**src/wpt_map.vh**
```
// constants for the identification and core configuration register pair
// assumes a 200 MHz system clock and a 7-bit I2C slave address
//
// Functional notes
// RL1: irq polarity bit sets interrupt pin active level
// RL2: sleep polarity bit selects sleep input active level
// RL3: reset kind bit: 0 soft, 1 hard, reset 1
// RL4: oscillator bit enables crystal oscillator, reset 1
// RL5: timeout field: off, 0.309, 1.237, 9.896 s
// RL6: four-bit revision field, top bit marks production
// RL7: address select bit sets slave address top bit
`ifndef WPT_MAP_VH
`define WPT_MAP_VH

// register offsets
`define WPT_REVISION_FEATURE_IDENT_OFS 8'h0B
`define WPT_CORE_CONFIGURATION_OFS     8'h10
`define WPT_CORE_CONFIGURATION_RST     8'h0C
`define WPT_UNMAPPED_RDATA             8'h00

// core configuration fields
`define WPT_IRQ_POLARITY_BIT     0
`define WPT_SLEEP_POLARITY_BIT   1
`define WPT_RESET_KIND_BIT       2
`define WPT_XTAL_OSC_BIT         3
`define WPT_TIMEOUT_LO           4
`define WPT_TIMEOUT_HI           5
`define WPT_SLAVE_ADDR_TOP_BIT   7

// timeout codes
`define WPT_TMO_OFF   2'h0
`define WPT_TMO_SHORT 2'h1
`define WPT_TMO_MID   2'h2
`define WPT_TMO_LONG  2'h3

// timeout periods in microseconds and the clock rate
// sized to the 31-bit cycle counters so the products need no truncation
`define WPT_TMO_SHORT_US 31'd309000
`define WPT_TMO_MID_US   31'd1237000
`define WPT_TMO_LONG_US  31'd9896000
`define WPT_CLK_MHZ      31'd200

// i2c framing
`define WPT_BIT_LAST 3'h7
`define WPT_TMO_W    31

`endif

```
**src/wpt_sync.v**
```verilog
// three-stage synchroniser with agreement filter for pin inputs
// assumes inputs are asynchronous to clk
`timescale 1ns/1ps
`default_nettype none
module wpt_sync #(
   parameter       W   = 1,
   parameter [W-1:0] RST = {W{1'b0}}
) (
   // clock and reset
   input  wire         clk,
   input  wire         reset_n,
   // raw and filtered levels
   input  wire [W-1:0] async_in,
   output reg  [W-1:0] sync_out
);
   reg [W-1:0] s1_q;
   reg [W-1:0] s2_q;
   reg [W-1:0] s3_q;
   integer     i;

   // first stage feeds only the second; output moves when stages two and three agree
   always @(posedge clk or negedge reset_n) begin
      if (!reset_n) begin
         s1_q     <= RST;
         s2_q     <= RST;
         s3_q     <= RST;
         sync_out <= RST;
      end else begin
         s1_q <= async_in;
         s2_q <= s1_q;
         s3_q <= s2_q;
         for (i = 0; i < W; i = i + 1) begin
            if (s2_q[i] == s3_q[i]) begin
               sync_out[i] <= s3_q[i];
            end
         end
      end
   end
endmodule // wpt_sync
`default_nettype wire

```
**src/wpt_id_cfg_regs.v**
```verilog
// identification and core configuration registers behind an I2C slave
// assumes SCL/SDA/sleep pins are asynchronous; irq request is on MCLK
`timescale 1ns/1ps
`default_nettype none
`include "wpt_map.vh"
module wpt_id_cfg_regs #(
   parameter [3:0] SILICON_REVISION = 4'h3,   // arbitrary value
   parameter [3:0] FEATURE_CONFIG   = 4'h5,   // arbitrary value
   parameter [5:0] SLAVE_ADDR_LOW   = 6'h1A,  // arbitrary low address bits
   parameter [30:0] TMO_SHORT_CYC = `WPT_TMO_SHORT_US * `WPT_CLK_MHZ,
   parameter [30:0] TMO_MID_CYC   = `WPT_TMO_MID_US * `WPT_CLK_MHZ,
   parameter [30:0] TMO_LONG_CYC  = `WPT_TMO_LONG_US * `WPT_CLK_MHZ
) (
   // clock and reset
   input  wire MCLK,
   input  wire RESET_N,
   // i2c pins, sda open drain
   input  wire SCL_I,
   input  wire SDA_I,
   output reg  SDA_O,
   output reg  SDA_OE,
   // interrupt request from device logic and the pin it drives
   input  wire IRQ_REQUEST,
   output reg  IRQ_OUT_PIN,
   // sleep request pin and resulting mode
   input  wire SLEEP_REQUEST_PIN,
   output reg  SLEEP_MODE,
   // configuration outputs to the rest of the device
   output reg  RESET_KIND_HARD,
   output reg  XTAL_OSC_ON
);
   // one-hot i2c states
   localparam [6:0] ST_IDLE = 7'h01;
   localparam [6:0] ST_ADDR = 7'h02;
   localparam [6:0] ST_ACK  = 7'h04;
   localparam [6:0] ST_ACKH = 7'h08;
   localparam [6:0] ST_WR   = 7'h10;
   localparam [6:0] ST_RD   = 7'h20;
   localparam [6:0] ST_RACK = 7'h40;

   reg  [6:0]  state_q;
   reg  [7:0]  cfg_q;
   reg  [7:0]  ptr_q;
   reg  [7:0]  sh_q;
   reg  [2:0]  bitcnt_q;
   reg         rw_q;
   reg         first_q;
   reg         scl_d1_q;
   reg         sda_d1_q;
   reg  [30:0] tmo_cnt_q;
   wire        scl_s;
   wire        sda_s;
   wire        sleep_s;
   wire        scl_rise;
   wire        scl_fall;
   wire        start_c;
   wire        stop_c;
   wire [7:0]  byte_c;
   wire [6:0]  my_addr;
   wire [1:0]  tmo_sel;
   wire [30:0] tmo_lim;
   wire [7:0]  rd_byte;

   // pin synchronisers; idle bus levels are high
   wpt_sync #(.W(3), .RST(3'h3)) u_sync (
      .clk      (MCLK),
      .reset_n  (RESET_N),
      .async_in ({SLEEP_REQUEST_PIN, SDA_I, SCL_I}),
      .sync_out ({sleep_s, sda_s, scl_s})
   );

   // register read mux, unmapped offsets read as zero
   function [7:0] reg_read;
      input [7:0] ofs;
      input [7:0] cfg;
      begin
         case (ofs)
            `WPT_REVISION_FEATURE_IDENT_OFS: reg_read = {FEATURE_CONFIG, SILICON_REVISION}; // [RL6]
            `WPT_CORE_CONFIGURATION_OFS:     reg_read = cfg;
            default:                         reg_read = `WPT_UNMAPPED_RDATA;
         endcase
      end
   endfunction

   // timeout period per code; zero means disabled
   function [30:0] tmo_limit;
      input [1:0] sel;
      begin
         case (sel)
            `WPT_TMO_SHORT: tmo_limit = TMO_SHORT_CYC;  // [RL5]
            `WPT_TMO_MID:   tmo_limit = TMO_MID_CYC;    // [RL5]
            `WPT_TMO_LONG:  tmo_limit = TMO_LONG_CYC;   // [RL5]
            default:        tmo_limit = 31'h00000000;   // [RL5]
         endcase
      end
   endfunction

   // bus events on filtered levels
   assign scl_rise = scl_s & ~scl_d1_q;
   assign scl_fall = ~scl_s & scl_d1_q;
   assign start_c  = scl_s & scl_d1_q & sda_d1_q & ~sda_s;
   assign stop_c   = scl_s & scl_d1_q & ~sda_d1_q & sda_s;
   assign byte_c   = {sh_q[6:0], sda_s};
   assign my_addr  = {cfg_q[`WPT_SLAVE_ADDR_TOP_BIT], SLAVE_ADDR_LOW}; // [RL7]
   assign tmo_sel  = cfg_q[`WPT_TIMEOUT_HI:`WPT_TIMEOUT_LO];
   assign tmo_lim  = tmo_limit(tmo_sel);
   assign rd_byte  = reg_read(ptr_q, cfg_q);  // byte the pointer selects for a read

   // edge history
   always @(posedge MCLK or negedge RESET_N) begin
      if (!RESET_N) begin
         scl_d1_q <= 1'b1;
         sda_d1_q <= 1'b1;
      end else begin
         scl_d1_q <= scl_s;
         sda_d1_q <= sda_s;
      end
   end

   // stuck-clock timeout counts only while a transfer holds scl low
   always @(posedge MCLK or negedge RESET_N) begin
      if (!RESET_N) begin
         tmo_cnt_q <= 31'h00000000;
      end else if (state_q == ST_IDLE || scl_s || tmo_cnt_q == tmo_lim) begin
         tmo_cnt_q <= 31'h00000000;
      end else begin
         tmo_cnt_q <= tmo_cnt_q + 31'h00000001;
      end
   end

   // i2c slave and register writes
   always @(posedge MCLK or negedge RESET_N) begin
      if (!RESET_N) begin
         state_q  <= ST_IDLE;
         cfg_q    <= `WPT_CORE_CONFIGURATION_RST;  // [RL3] [RL4]
         ptr_q    <= 8'h00;
         sh_q     <= 8'h00;
         bitcnt_q <= 3'h0;
         rw_q     <= 1'b0;
         first_q  <= 1'b0;
         SDA_OE   <= 1'b0;
      end else if (start_c) begin
         state_q  <= ST_ADDR;
         bitcnt_q <= 3'h0;
         first_q  <= 1'b1;
         SDA_OE   <= 1'b0;
      end else if (stop_c || (tmo_sel != `WPT_TMO_OFF && tmo_cnt_q == tmo_lim &&
                              state_q != ST_IDLE)) begin
         state_q <= ST_IDLE;   // [RL5] abandon a stalled transfer
         SDA_OE  <= 1'b0;
      end else begin
         case (state_q)
            ST_ADDR, ST_WR: begin
               if (scl_rise) begin
                  sh_q     <= byte_c;
                  bitcnt_q <= bitcnt_q + 3'h1;
                  if (bitcnt_q == `WPT_BIT_LAST) begin
                     if (state_q == ST_ADDR) begin
                        // address changes take effect on the next start
                        if (byte_c[7:1] == my_addr) begin  // [RL7]
                           rw_q    <= byte_c[0];
                           state_q <= ST_ACK;
                        end else begin
                           state_q <= ST_IDLE;
                        end
                     end else begin
                        state_q <= ST_ACK;
                        first_q <= 1'b0;
                        if (first_q) begin
                           ptr_q <= byte_c;
                        end else begin
                           if (ptr_q == `WPT_CORE_CONFIGURATION_OFS) begin
                              cfg_q <= byte_c;  // [RL1] [RL2] [RL3] [RL4] [RL5] [RL7]
                           end
                           ptr_q <= ptr_q + 8'h01;
                        end
                     end
                  end
               end
            end
            ST_ACK: begin
               if (scl_fall) begin
                  SDA_OE  <= 1'b1;
                  state_q <= ST_ACKH;
               end
            end
            ST_ACKH: begin
               // release ack, or present the first read bit on the same fall
               if (scl_fall) begin
                  bitcnt_q <= 3'h0;
                  if (rw_q) begin
                     sh_q    <= rd_byte;
                     SDA_OE  <= ~rd_byte[7];  // pull low for a zero msb
                     state_q <= ST_RD;
                  end else begin
                     SDA_OE  <= 1'b0;
                     state_q <= ST_WR;
                  end
               end
            end
            ST_RD: begin
               if (scl_rise) begin
                  bitcnt_q <= bitcnt_q + 3'h1;
                  if (bitcnt_q == `WPT_BIT_LAST) begin
                     state_q <= ST_RACK;
                  end
               end else if (scl_fall) begin
                  sh_q   <= {sh_q[6:0], 1'b0};
                  SDA_OE <= ~sh_q[6];
               end
            end
            ST_RACK: begin
               // master ack continues with the next offset, nack ends the read
               if (scl_fall) begin
                  SDA_OE <= 1'b0;
               end else if (scl_rise) begin
                  if (!sda_s) begin
                     ptr_q   <= ptr_q + 8'h01;
                     state_q <= ST_ACKH;
                  end else begin
                     state_q <= ST_IDLE;
                  end
               end
            end
            ST_IDLE: begin
               SDA_OE <= 1'b0;
            end
            default: begin
               state_q <= ST_IDLE;
               SDA_OE  <= 1'b0;
            end
         endcase
      end
   end

   // pin and configuration outputs, all registered
   always @(posedge MCLK or negedge RESET_N) begin
      if (!RESET_N) begin
         SDA_O           <= 1'b0;
         IRQ_OUT_PIN     <= 1'b1;
         SLEEP_MODE      <= 1'b0;
         RESET_KIND_HARD <= 1'b1;
         XTAL_OSC_ON     <= 1'b1;
      end else begin
         SDA_O           <= 1'b0;  // open drain: only ever pulls low
         IRQ_OUT_PIN     <= ~(IRQ_REQUEST ^ cfg_q[`WPT_IRQ_POLARITY_BIT]);  // [RL1]
         SLEEP_MODE      <= sleep_s ^ cfg_q[`WPT_SLEEP_POLARITY_BIT];       // [RL2]
         RESET_KIND_HARD <= cfg_q[`WPT_RESET_KIND_BIT];                     // [RL3]
         XTAL_OSC_ON     <= cfg_q[`WPT_XTAL_OSC_BIT];                       // [RL4]
      end
   end
endmodule // wpt_id_cfg_regs
`default_nettype wire

```
**config.mk**
```make
export PLATFORM = sky130hd
export DESIGN_NAME = wpt_id_cfg_regs
export DESIGN_NICKNAME = d
export VERILOG_FILES = /design/src/wpt_sync.v /design/src/wpt_id_cfg_regs.v
export VERILOG_INCLUDE_DIRS = /design/src
export SDC_FILE = /design/constraint.sdc
export NUM_CORES = 1
export LEC_CHECK = 0
export ABC_AREA = 1
export BUFFER_PORTS_ARGS = -buffer_cell sky130_fd_sc_hd__buf_2
export CAP_MARGIN = 5
export CELL_PAD_IN_SITES_DETAIL_PLACEMENT = 1
export CELL_PAD_IN_SITES_GLOBAL_PLACEMENT = 2
export CORE_MARGIN = 1
export CORE_UTILIZATION = 30
export CTS_BUF_LIST = sky130_fd_sc_hd__clkbuf_8
export DETAILED_ROUTE_END_ITERATION = 6
export PLACE_DENSITY_LB_ADDON = 0.2
export SYNTH_ARGS = -nofsm -noshare
export SYNTH_HDL_FRONTEND = slang
export SYNTH_SLANG_ARGS = --single-unit
```
**constraint.sdc**
```tcl
create_clock -name MCLK -period 2.9 [get_ports MCLK]
set_clock_uncertainty 0.2 [all_clocks]
set_input_delay 0.29 -clock MCLK [delete_from_list [all_inputs] [get_ports MCLK]]
set_output_delay 0.29 -clock MCLK [all_outputs]
set_load 0.1 [all_outputs]
```
==> impl_metrics.yaml, run 1 <==
outcome:
  outcome: "complete, no violations"
power_and_ir_drop:
  intPower_mw: 1.86
  seq_power_share: 0.496
  clock_network_fraction_of_total_power: 0.318
  pwr-share-comb: 0.186
  static-leakage-power_nw: 2.42
  power-per-cell-area_mw_per_mm2: 499
  netSwitchingPower_mw: 0.913
  netSwitchingFraction: 0.330
  vdd_ir_drop_max_v: 0.000256
clock_network:
  clkSinkCount: 85
  clk_lat_worst_skew_ps: 380
  cts_tree: "done"
  postCtsSetupBuffers: 0
  ctsHtreeMaxLevel: 3
  clk_path_buf_depth: 2
  cts_made_buffers: 9
  cts-root-buf: "sky130_fd_sc_hd__clkbuf_8"
  clk_transition_reported_paths_ps: 90
drt:
  detail_route.wl_per_cell_um: 16.1
  drtPass1Iterations: 4
  detail_route.vias_per_cell: 4.83
  finalWirelength_mm: 14.3
  number_of_violations_reported_at_the_end_of_detailed_routing_iteration_0: 186
  detailroute.via_count: 4298
  remaining_drc_errors: 0
  ant_nets: 0
critical_path:
  critical_path_arrival_ps: 2670
  timing.setup.critical_path_class: "reg -> reg"
  reg2reg_from: "cfg_q[4]"
  path_max_fanout: 16
  critical_path.n_buffers_inverters: 2
  end_kind: "flop"
  ff2ff_path_depth: 15
  cell_family_with_the_largest_share_of_critical_path_delay: "simple AND/OR/NAND/NOR gates"
  worst_path_most_repeated_cell: "sky130_fd_sc_hd__nand2_1"
  cpMaxStageDelayCell: "sky130_fd_sc_hd__dfrtp_2"
  cp_slowest_stage_delay_ps: 440
  timing.critical_path.from_type: "flop"
  cp_data_required_time_ps: 2970
  r2r_end: "cfg_q[4]"
  r2r_setup_slack_ps: 300
  cell_breakdown_of_the_critical_path: "inv_1 -> ha_1 -> inv_2 -> nand2_1 -> o21ai_1 -> nand2_1 -> nor2_1 -> nand2_1 -> nor2_2 -> nand2_2 -> nand2_4 -> nor2_4 -> nand3_4 -> nand2_1 -> o21ai_2"
layout:
  area_of_the_multi_input_gates_sq_mm: 0.00243
  layoutNonFillerInstCount: 889
  finalNetCount: 686
  n_fill_cell: 2025
  areaGrowthSynthToFinish_pct: 11.6
  layout.cells.most_common: "sky130_fd_sc_hd__nand2_1"
  ff_latch_area_sq_mm: 0.00215
  fin_area_sq_mm: 0.00554
  post_route_cells_drive_above_1_share: 0.158
  insertedDiodeCount: 0
  layout_common_cells: "sky130_fd_sc_hd__nand2_1 (168), sky130_fd_sc_hd__nor2_1 (70), sky130_fd_sc_hd__dfrtp_1 (67), sky130_fd_sc_hd__inv_1 (67)"
logic_synthesis:
  synth.cell_area_sq_mm: 0.00497
  syn_area_per_cell_sq_um: 7.73
  synth_ff_type: "sky130_fd_sc_hd__dfrtp_1"
  synth-edff-count: 0
  syn_inst: 643
  count_of_warnings_emitted_by_yosys: 0
  ys_async_sr_fraction: 1.00
  ys_ff_latch: 85
  synth_seq_area_share: 0.432
  synthesis.nets: 661
  synth.lib_cells_used.distinct: 47
sta:
  timing.final.max_slew_violations: 0
  relSlewSlack: 0.305
  worstMarginPinSlew_ps: 1040
  clock.fmax_mhz: 385
  final-hold-violation-count: 0
  fin_setup_tns_ps: 0
  final_period_minus_worst_setup_slack_ps: 2600
  min_period_over_period: 0.896
  grt_setup_unrepaired: "no"
  setup_violations: 0
floorplanning:
  floorplan.io_pins: 12
  floorplan.initialDensity: 0.311
  die_area_sq_mm: 0.0171
  coreArea_sq_mm: 0.0160
  die_width_um: 131
  floorplan.die.height_um: 131
  rows: 46
hold_path:
  worst_hold_path_type: "reg -> reg"
  hold_path_end: "u_sync.s2_q[0]"
  hold_path.startpoint: "u_sync.s1_q[0]"
  hold-path-cell-count: 0
place:
  post_dp_cell_area_sq_mm: 0.00529
  place.detailed.hpwl_mm: 11.0
  place.gp.congestion: 0.808
  dpl.cell_count: 868
  io_buffer_count: 10
run:
  max-cap-violations: 0
global_route:
  grt_use_total: 0.186
  antenna_found_initial: 0
  grt_first_pass_wirelength_mm: 23.9
  grt_overflow_total: 0
  grt_max_degree: 78
  grt_pass1_vias: 4493
[metal layers]
| layer | track usage | share of wire |
|---|---|---|
| met1 | 0.264 | 0.53 |
| met4 | 0.0541 | 0.014 |
| met5 | 0 | 0 |
| met2 | 0.287 | 0.44 |
| met3 | 0.0346 | 0.024 |
[layout make-up]
class,instances,area share
clock inverter,7,0.0135
timing repair buffer,24,0.0307
inverter,85,0.0580
clock buffer,9,0.0223
sequential,85,0.388
tap,216,0.0487
multi-input combinational,463,0.439
[cells in the mapped netlist, types with 3 or more instances]
cell type,instances,area [sq um]
sky130_fd_sc_hd__nand2_2,8,50.1
sky130_fd_sc_hd__nor2_1,70,263
sky130_fd_sc_hd__inv_1,68,255
sky130_fd_sc_hd__ha_1,12,150
sky130_fd_sc_hd__buf_2,3,15.0
sky130_fd_sc_hd__dfstp_2,16,420
sky130_fd_sc_hd__o21ai_0,19,95.1
sky130_fd_sc_hd__xnor2_1,3,26.3
sky130_fd_sc_hd__nor4_1,13,81.3
sky130_fd_sc_hd__a221oi_1,3,26.3
sky130_fd_sc_hd__nand4_2,3,37.5
sky130_fd_sc_hd__inv_2,16,60.1
sky130_fd_sc_hd__xor2_1,19,166
sky130_fd_sc_hd__nand4_1,14,87.6
sky130_fd_sc_hd__nor3_1,29,145
sky130_fd_sc_hd__o21ai_1,18,90.1
sky130_fd_sc_hd__o21ai_2,12,105
sky130_fd_sc_hd__nand3_1,29,145
sky130_fd_sc_hd__maj3_1,3,30.0
sky130_fd_sc_hd__nor2_2,4,25.0
sky130_fd_sc_hd__a21oi_1,11,55.1
sky130_fd_sc_hd__nand2_1,168,631
sky130_fd_sc_hd__dfrtp_1,69,1730
[per-stage QoR]
stage | setup WS (ps) | power, mW | utilization | hold WS [ps]
after floorplan | 660 | 1.74 | - | -206
after global placement | 276 | 1.90 | 0.330 | 143
after detailed placement | 171 | 1.91 | 0.330 | 148
after CTS | 153 | 2.83 | 0.346 | 166
after global routing | 43.5 | 2.94 | 0.346 | 170
final | 301 | 2.77 | 0.346 | 162
[cells by family after synthesis]
group,after synthesis,synth area share
buffers and inverters,95,0.0793
other,1,0.000755
flip-flops,85,0.432
AND/OR/NAND/NOR,353,0.323
adder cells (fa/ha/maj),15,0.0363
XOR/XNOR,22,0.0388
AO/OA/AOI/OAI,72,0.0901
[state kept, by name, summed over array words and instances (netlist names)]
signal           count
u_sync.s2_q          3
RESET_KIND_HARD      1
scl_d1_q             1
u_sync.sync_out      3
XTAL_OSC_ON          1
bitcnt_q             3
SLEEP_MODE           1
IRQ_OUT_PIN          1
tmo_cnt_q           31
sda_d1_q             1
u_sync.s3_q          3
cfg_q                8
state_q              7
SDA_OE               1
ptr_q                8
u_sync.s1_q          3
sh_q                 7
rw_q                 1
first_q              1
[worst max-delay path by stage]
stage          slack (ps)      from       end  cells after the start
2_1_floorplan         660  cfg_q[4]  cfg_q[5]                     15
3_3_place_gp          280  cfg_q[4]   sh_q[4]                     15
3_5_place_dp          170  cfg_q[4]   sh_q[4]                     15
4_1_cts               150  cfg_q[4]   sh_q[4]                     15
5_1_grt                40  cfg_q[4]  cfg_q[4]                     15
6_report              300  cfg_q[4]  cfg_q[4]                     15
[power by group through the flow]
stage	clock, mW	combinational, mW	sequential (mW)
after floorplan	0	0.354	1.38
after global placement	0	0.508	1.39
after detailed placement	0	0.517	1.40
after CTS	0.928	0.526	1.37
after global routing	0.973	0.587	1.38
final	0.882	0.515	1.37
[repair_timing]
| item | in CTS | in global routing |
|---|---|---|
| setup endpoints to repair | 0 | 29 |
| resized for setup | 0 | 4 |
| hold buffers | 5 | 0 |
| endpoints found under the hold margin | 73 | 0 |
No activity file was read; power rests on OpenSTA's default activity.
==> inputs of run 2 (changes only) <==
--- a/config.mk
+++ b/config.mk
@@ -11,6 +11,7 @@
 export CAP_MARGIN = 5
 export CELL_PAD_IN_SITES_DETAIL_PLACEMENT = 1
 export CELL_PAD_IN_SITES_GLOBAL_PLACEMENT = 2
+export CORE_ASPECT_RATIO = 0.6
 export CORE_MARGIN = 1
 export CORE_UTILIZATION = 30
 export CTS_BUF_LIST = sky130_fd_sc_hd__clkbuf_8
==> run 2 against run 1 <==
Against the previous run: fmax shrank 2.8%; clock power grew 8.7%; die area is essentially flat; worst hold slack lost 5.8 ps; sequential power is essentially flat; non-clock buffer count grew 2; critical path depth shrank 2; register-to-register slack lost 70 ps; cell count shrank 0.45%; design area grew 0.86%; critical path type unchanged.
==> impl_metrics.yaml, run 2 (synthesis gave the netlist of run 1 again) <==
drt:
  ant_nets: 0
  drtPass1Iterations: 4
  remaining_drc_errors: 0
  detailroute.via_count: 4406
  detail_route.wl_per_cell_um: 17.8
  finalWirelength_mm: 15.7
  number_of_violations_reported_at_the_end_of_detailed_routing_iteration_0: 268
  detail_route.vias_per_cell: 4.98
layout:
  register_containing_the_most_flip_flops_in_the_final_layout: "tmo_cnt_q"
  finalNetCount: 689
  post_route_cells_drive_above_1_share: 0.157
  fin_area_sq_mm: 0.00559
  largest_register_ffs: 31
  layout.cells.most_common: "sky130_fd_sc_hd__nand2_1"
  areaGrowthSynthToFinish_pct: 12.5
  biggestRegsByFlops: "tmo_cnt_q: 31 flops, cfg_q: 8 flops, ptr_q: 8 flops"
  final_core_utilization: 0.345
  layout_common_cells: "sky130_fd_sc_hd__nand2_1 (168), sky130_fd_sc_hd__nor2_1 (70), sky130_fd_sc_hd__inv_1 (69), sky130_fd_sc_hd__dfrtp_1 (68)"
  insertedDiodeCount: 0
  layoutNonFillerInstCount: 885
critical_path:
  critical_path_arrival_ps: 2780
  cell_breakdown_of_the_critical_path: "inv_1 -> ha_1 -> inv_2 -> o21ai_0 -> nand2_1 -> nor2_1 -> nand3_1 -> nor2_2 -> nand2_2 -> nand2_4 -> nor2_4 -> nand3_4 -> o21ai_2"
  cpMaxStageDelayCell: "sky130_fd_sc_hd__dfrtp_2"
  timing.critical_path.from_type: "flop"
  r2r_setup_slack_ps: 230
  cell_family_with_the_largest_share_of_critical_path_delay: "simple AND/OR/NAND/NOR gates"
  critical_path.n_buffers_inverters: 2
  reg2reg_from: "cfg_q[5]"
  r2r_end: "cfg_q[5]"
  cp_data_required_time_ps: 3000
  crit_cells: 13
  end_kind: "flop"
  timing.setup.critical_path_class: "reg -> reg"
  cp_slowest_stage_delay_ps: 450
  ff2ff_path_depth: 13
  path_max_fanout: 8
  source_of_the_critical_timing_path: "cfg_q[5]"
  worst_setup_path_endpoint: "cfg_q[5]"
place:
  place.detailed.hpwl_mm: 12.2
  dpl.cell_count: 862
  detailedPlace.worstSlack_ps: 124
  io_buffer_count: 10
  post_dp_cell_area_sq_mm: 0.00530
  place.gp.congestion: 0.911
sta:
  timing.final.max_slew_violations: 0
  final_period_minus_worst_setup_slack_ps: 2670
  fin_setup_tns_ps: 0
  relSlewSlack: 0.425
  worstMarginPinSlew_ps: 856
  min_period_over_period: 0.922
  clock.fmax_mhz: 374
  setup_violations: 0
  grt_setup_unrepaired: "no"
  final-hold-violation-count: 0
  layout_setup_ws_ps: 226
  hold_slack_ps: 156
global_route:
  grt_first_pass_wirelength_mm: 24.9
  grt_overflow_total: 0
  grt_max_degree: 47
  antenna_found_initial: 0
  grt_use_total: 0.195
  grt_pass1_vias: 4262
floorplanning:
  floorplan.initialDensity: 0.306
  die_width_um: 168
  floorplan.die.height_um: 102
  coreArea_sq_mm: 0.0162
  die_area_sq_mm: 0.0171
  floorplan.io_pins: 12
  rows: 36
outcome:
  outcome: "complete, no violations"
power_and_ir_drop:
  power-per-cell-area_mw_per_mm2: 511
  vdd_ir_drop_max_v: 0.000239
  static-leakage-power_nw: 2.46
  finalPower_mw: 2.86
clock_network:
  ctsHtreeMaxLevel: 3
  cts-root-buf: "sky130_fd_sc_hd__clkbuf_8"
  clk_transition_reported_paths_ps: 90
  cts_tree: "done"
  clk_lat_worst_skew_ps: 390
  cts_made_buffers: 9
  clkSinkCount: 85
  clk_path_buf_depth: 2
run:
  max-cap-violations: 0
hold_path:
  worst_hold_path_type: "reg -> reg"
==> run 2: area by class of cell <==
| cell class | count | area [sq um] |
|---|---|---|
| Clock buffer | 9 | 124 |
| Timing Repair Buffer | 26 | 198 |
| Fill cell | 2009 | 10600 |
| Tap cell | 209 | 262 |
| Sequential cell | 85 | 2150 |
| Multi-Input combinational cell | 464 | 2450 |
| Inverter | 85 | 322 |
| Clock inverter | 7 | 92.6 |
==> run 2: how the worst min path moves through the flow <==
stage	startpoint	endpoint	slack, ps	depth (start not counted)
2_1_floorplan	RESET_N	SDA_OE	-210	0
3_3_place_gp	RESET_N	cfg_q[6]	130	1
3_5_place_dp	RESET_N	cfg_q[6]	140	1
4_1_cts	u_sync.s1_q[2]	u_sync.s2_q[2]	160	0
5_1_grt	u_sync.s1_q[0]	u_sync.s2_q[0]	160	0
6_report	u_sync.s1_q[2]	u_sync.s2_q[2]	160	0
==> run 2: timing repair <==
action,4_1_cts,5_1_grt
buffers inserted,0,1
endpoints found under the setup margin,0,28
hold buffers,5,0
gates resized for setup,0,3
endpoints found under the hold margin,39,0
==> run 2: worst register-to-register path, cell delays in order (launching register included) <==
cell,delay [ps]
sky130_fd_sc_hd__dfrtp_2,450
sky130_fd_sc_hd__inv_1,130
sky130_fd_sc_hd__ha_1,300
sky130_fd_sc_hd__inv_2,150
sky130_fd_sc_hd__o21ai_0,110
sky130_fd_sc_hd__nand2_1,100
sky130_fd_sc_hd__nor2_1,60
sky130_fd_sc_hd__nand3_1,90
sky130_fd_sc_hd__nor2_2,60
sky130_fd_sc_hd__nand2_2,140
sky130_fd_sc_hd__nand2_4,110
sky130_fd_sc_hd__nor2_4,280
sky130_fd_sc_hd__nand3_4,230
sky130_fd_sc_hd__o21ai_2,200
==> run 2: layer usage <==
metal,up-vias,global-route usage,share of wire
li1,2139,-,-
met1,2161,0.319,0.58
met2,93,0.246,0.36
met3,13,0.0481,0.055
met4,0,0.0441,0.0083
met5,-,0,0
==> run 2: where the power goes <==
group          leakage (nW)  internal (mW)  total, mW  switching [mW]
Clock                 0.112          0.482      0.959           0.477
Combinational          1.24          0.172      0.519           0.348
Sequential             1.11           1.28       1.38          0.0942
==> inputs of run 3 (changes only) <==
--- a/config.mk
+++ b/config.mk
@@ -15,6 +15,7 @@
 export CORE_MARGIN = 1
 export CORE_UTILIZATION = 30
 export CTS_BUF_LIST = sky130_fd_sc_hd__clkbuf_8
+export CTS_CLUSTER_DIAMETER = 80
 export DETAILED_ROUTE_END_ITERATION = 6
 export PLACE_DENSITY_LB_ADDON = 0.2
 export SYNTH_ARGS = -nofsm -noshare
==> constraint.sdc (replaced) <==
create_clock -name MCLK -period 3.25 [get_ports MCLK]
set_clock_uncertainty 0.2 [all_clocks]
set_input_delay 0.325 -clock MCLK [delete_from_list [all_inputs] [get_ports MCLK]]
set_output_delay 0.325 -clock MCLK [all_outputs]
set_load 0.1 [all_outputs]
==> run 3 against run 2 <==
Against the previous run: clock power down 10%; worst setup slack better by 340 ps; routed wire length down 2.9%; sequential cell count unchanged; die area unchanged; worst hold slack worse by 2.2 ps; combinational power down 12%; cell count down 0.90%; design area down 1.1%; power down 11%; non-clock buffer count down 7; largest cell class unchanged; largest power group unchanged.
==> impl_metrics.yaml, run 3 (synthesis gave the netlist of run 1 again) <==
outcome:
  outcome: "complete, no violations"
hold_path:
  hold_path_end: "u_sync.s2_q[2]"
  hold_path.startpoint: "u_sync.s1_q[2]"
  hold-path-cell-count: 0
  worst_hold_path_type: "reg -> reg"
clock_network:
  clkSinkCount: 85
  clk_path_buf_depth: 2
  cts_made_buffers: 9
  clk_lat_worst_skew_ps: 360
  cts_tree: "done"
  clk_transition_reported_paths_ps: 90
  ctsHtreeMaxLevel: 3
  cts_repair_resizes: 0
  postCtsSetupBuffers: 0
  cts-root-buf: "sky130_fd_sc_hd__clkbuf_8"
critical_path:
  critical_path.n_buffers_inverters: 2
  cell_breakdown_of_the_critical_path: "inv_1 -> ha_1 -> inv_1 -> o21ai_0 -> nand2_1 -> nor2_1 -> nand3_1 -> nor2_2 -> nand2_2 -> nand2_4 -> nor2_4 -> nand3_4 -> nand2_1 -> o21ai_2"
  cp_data_required_time_ps: 3290
  reg2reg_from: "cfg_q[4]"
  cp_slowest_stage_delay_ps: 470
  r2r_setup_slack_ps: 560
  path_max_fanout: 16
  critical_path_arrival_ps: 2730
  end_kind: "flop"
  r2r_end: "cfg_q[7]"
  cpMaxStageDelayCell: "sky130_fd_sc_hd__dfrtp_1"
  timing.setup.critical_path_class: "reg -> reg"
  timing.critical_path.from_type: "flop"
  ff2ff_path_depth: 14
  crit_cells: 14
  cell_family_with_the_largest_share_of_critical_path_delay: "simple AND/OR/NAND/NOR gates"
global_route:
  grt_use_total: 0.193
  grt_first_pass_wirelength_mm: 24.9
  grt_overflow_total: 0
  grt_max_degree: 59
  antenna_found_initial: 0
  grt_pass1_vias: 4341
drt:
  number_of_violations_reported_at_the_end_of_detailed_routing_iteration_0: 239
  drtPass1Iterations: 4
  remaining_drc_errors: 0
  detail_route.vias_per_cell: 4.89
  detailroute.via_count: 4291
  finalWirelength_mm: 15.3
  ant_nets: 0
  detail_route.wl_per_cell_um: 17.4
floorplanning:
  floorplan.initialDensity: 0.306
  floorplan.io_pins: 12
  floorplan.die.height_um: 102
  rows: 36
  die_area_sq_mm: 0.0171
  die_width_um: 168
  coreArea_sq_mm: 0.0162
power_and_ir_drop:
  power-per-cell-area_mw_per_mm2: 459
  seq_power_share: 0.481
  clock_network_fraction_of_total_power: 0.339
  vdd_ir_drop_max_v: 0.000225
  pwr-share-comb: 0.180
  static-leakage-power_nw: 2.42
  intPower_mw: 1.74
  netSwitchingFraction: 0.314
  netSwitchingPower_mw: 0.796
layout:
  biggestRegsByFlops: "tmo_cnt_q: 31 flops, cfg_q: 8 flops, ptr_q: 8 flops"
  layout_common_cells: "sky130_fd_sc_hd__nand2_1 (168), sky130_fd_sc_hd__nor2_1 (70), sky130_fd_sc_hd__dfrtp_1 (69), sky130_fd_sc_hd__inv_1 (69)"
  fin_area_sq_mm: 0.00553
  largest_register_ffs: 31
  register_containing_the_most_flip_flops_in_the_final_layout: "tmo_cnt_q"
  layout.cells.most_common: "sky130_fd_sc_hd__nand2_1"
  areaGrowthSynthToFinish_pct: 11.3
  finalNetCount: 681
  insertedDiodeCount: 0
  post_route_cells_drive_above_1_share: 0.145
run:
  max-cap-violations: 0
sta:
  final-hold-violation-count: 0
  clock.fmax_mhz: 372
  timing.final.max_slew_violations: 0
  setup_violations: 0
  hold_slack_ps: 154
  grt_setup_unrepaired: "no"
  layout_setup_ws_ps: 563
  fin_setup_tns_ps: 0
  relSlewSlack: 0.462
  worstMarginPinSlew_ps: 806
  min_period_over_period: 0.827
  final_period_minus_worst_setup_slack_ps: 2690
place:
  place.detailed.hpwl_mm: 11.9
  place.gp.congestion: 0.929
  io_buffer_count: 10
  detailedPlace.worstSlack_ps: 567
  post_dp_cell_area_sq_mm: 0.00525
[run 3: power groups by stage]
stage	combinational [mW]	sequential, mW	clock, mW
2_1_floorplan	0.316	1.24	0
3_3_place_gp	0.445	1.24	0
3_5_place_dp	0.453	1.24	0
4_1_cts	0.463	1.22	0.894
5_1_grt	0.525	1.24	0.935
6_report	0.457	1.22	0.860
[run 3: final cells by class]
class	instances	area, sq um
timing repair buffer	19	145
inverter	85	322
fill	2004	10700
tap	209	262
clock inverter	6	87.6
clock buffer	10	138
multi-input combinational	463	2430
sequential	85	2150
[run 3: how the worst max path moves through the flow]
stage	startpoint	end	slack [ps]
global placement	cfg_q[4]	cfg_q[4]	680
detailed placement	cfg_q[4]	cfg_q[7]	570
floorplan	cfg_q[4]	cfg_q[5]	1010
CTS	cfg_q[4]	cfg_q[0]	560
finish	cfg_q[4]	cfg_q[7]	560
global route	cfg_q[4]	ptr_q[1]	270
[run 3: worst reg2reg max path: cells and delay by family, from the launching register on]
kind	cells	cell delay [ps]
buf+inv	2	290
compound gates	2	160
flops	1	470
simple gates	9	1100
fa+ha+maj	1	360
[run 3: metal layers]
layer	vias to the layer above	share of wire	global-route usage	wire length, um
li1	2121	-	-	-
met1	2078	0.56	0.314	8530
met2	82	0.37	0.251	5680
met3	10	0.064	0.0445	985
met4	0	0.0057	0.0294	87
met5	-	0	0	0
[run 3: per-stage QoR]
stage               utilization  instances  power (mW)
global route              0.341        877        2.70
floorplan                     -        643        1.55
CTS                       0.341        877        2.58
global placement          0.324        856        1.69
detailed placement        0.324        856        1.70
finish                    0.341        877        2.54
[run 3: repair_timing]
| action | 4_1_cts | 5_1_grt |
|---|---|---|
| hold buffers | 5 | 0 |
| endpoints found under the setup margin | 0 | 0 |
| hold endpoints to repair | 56 | 0 |
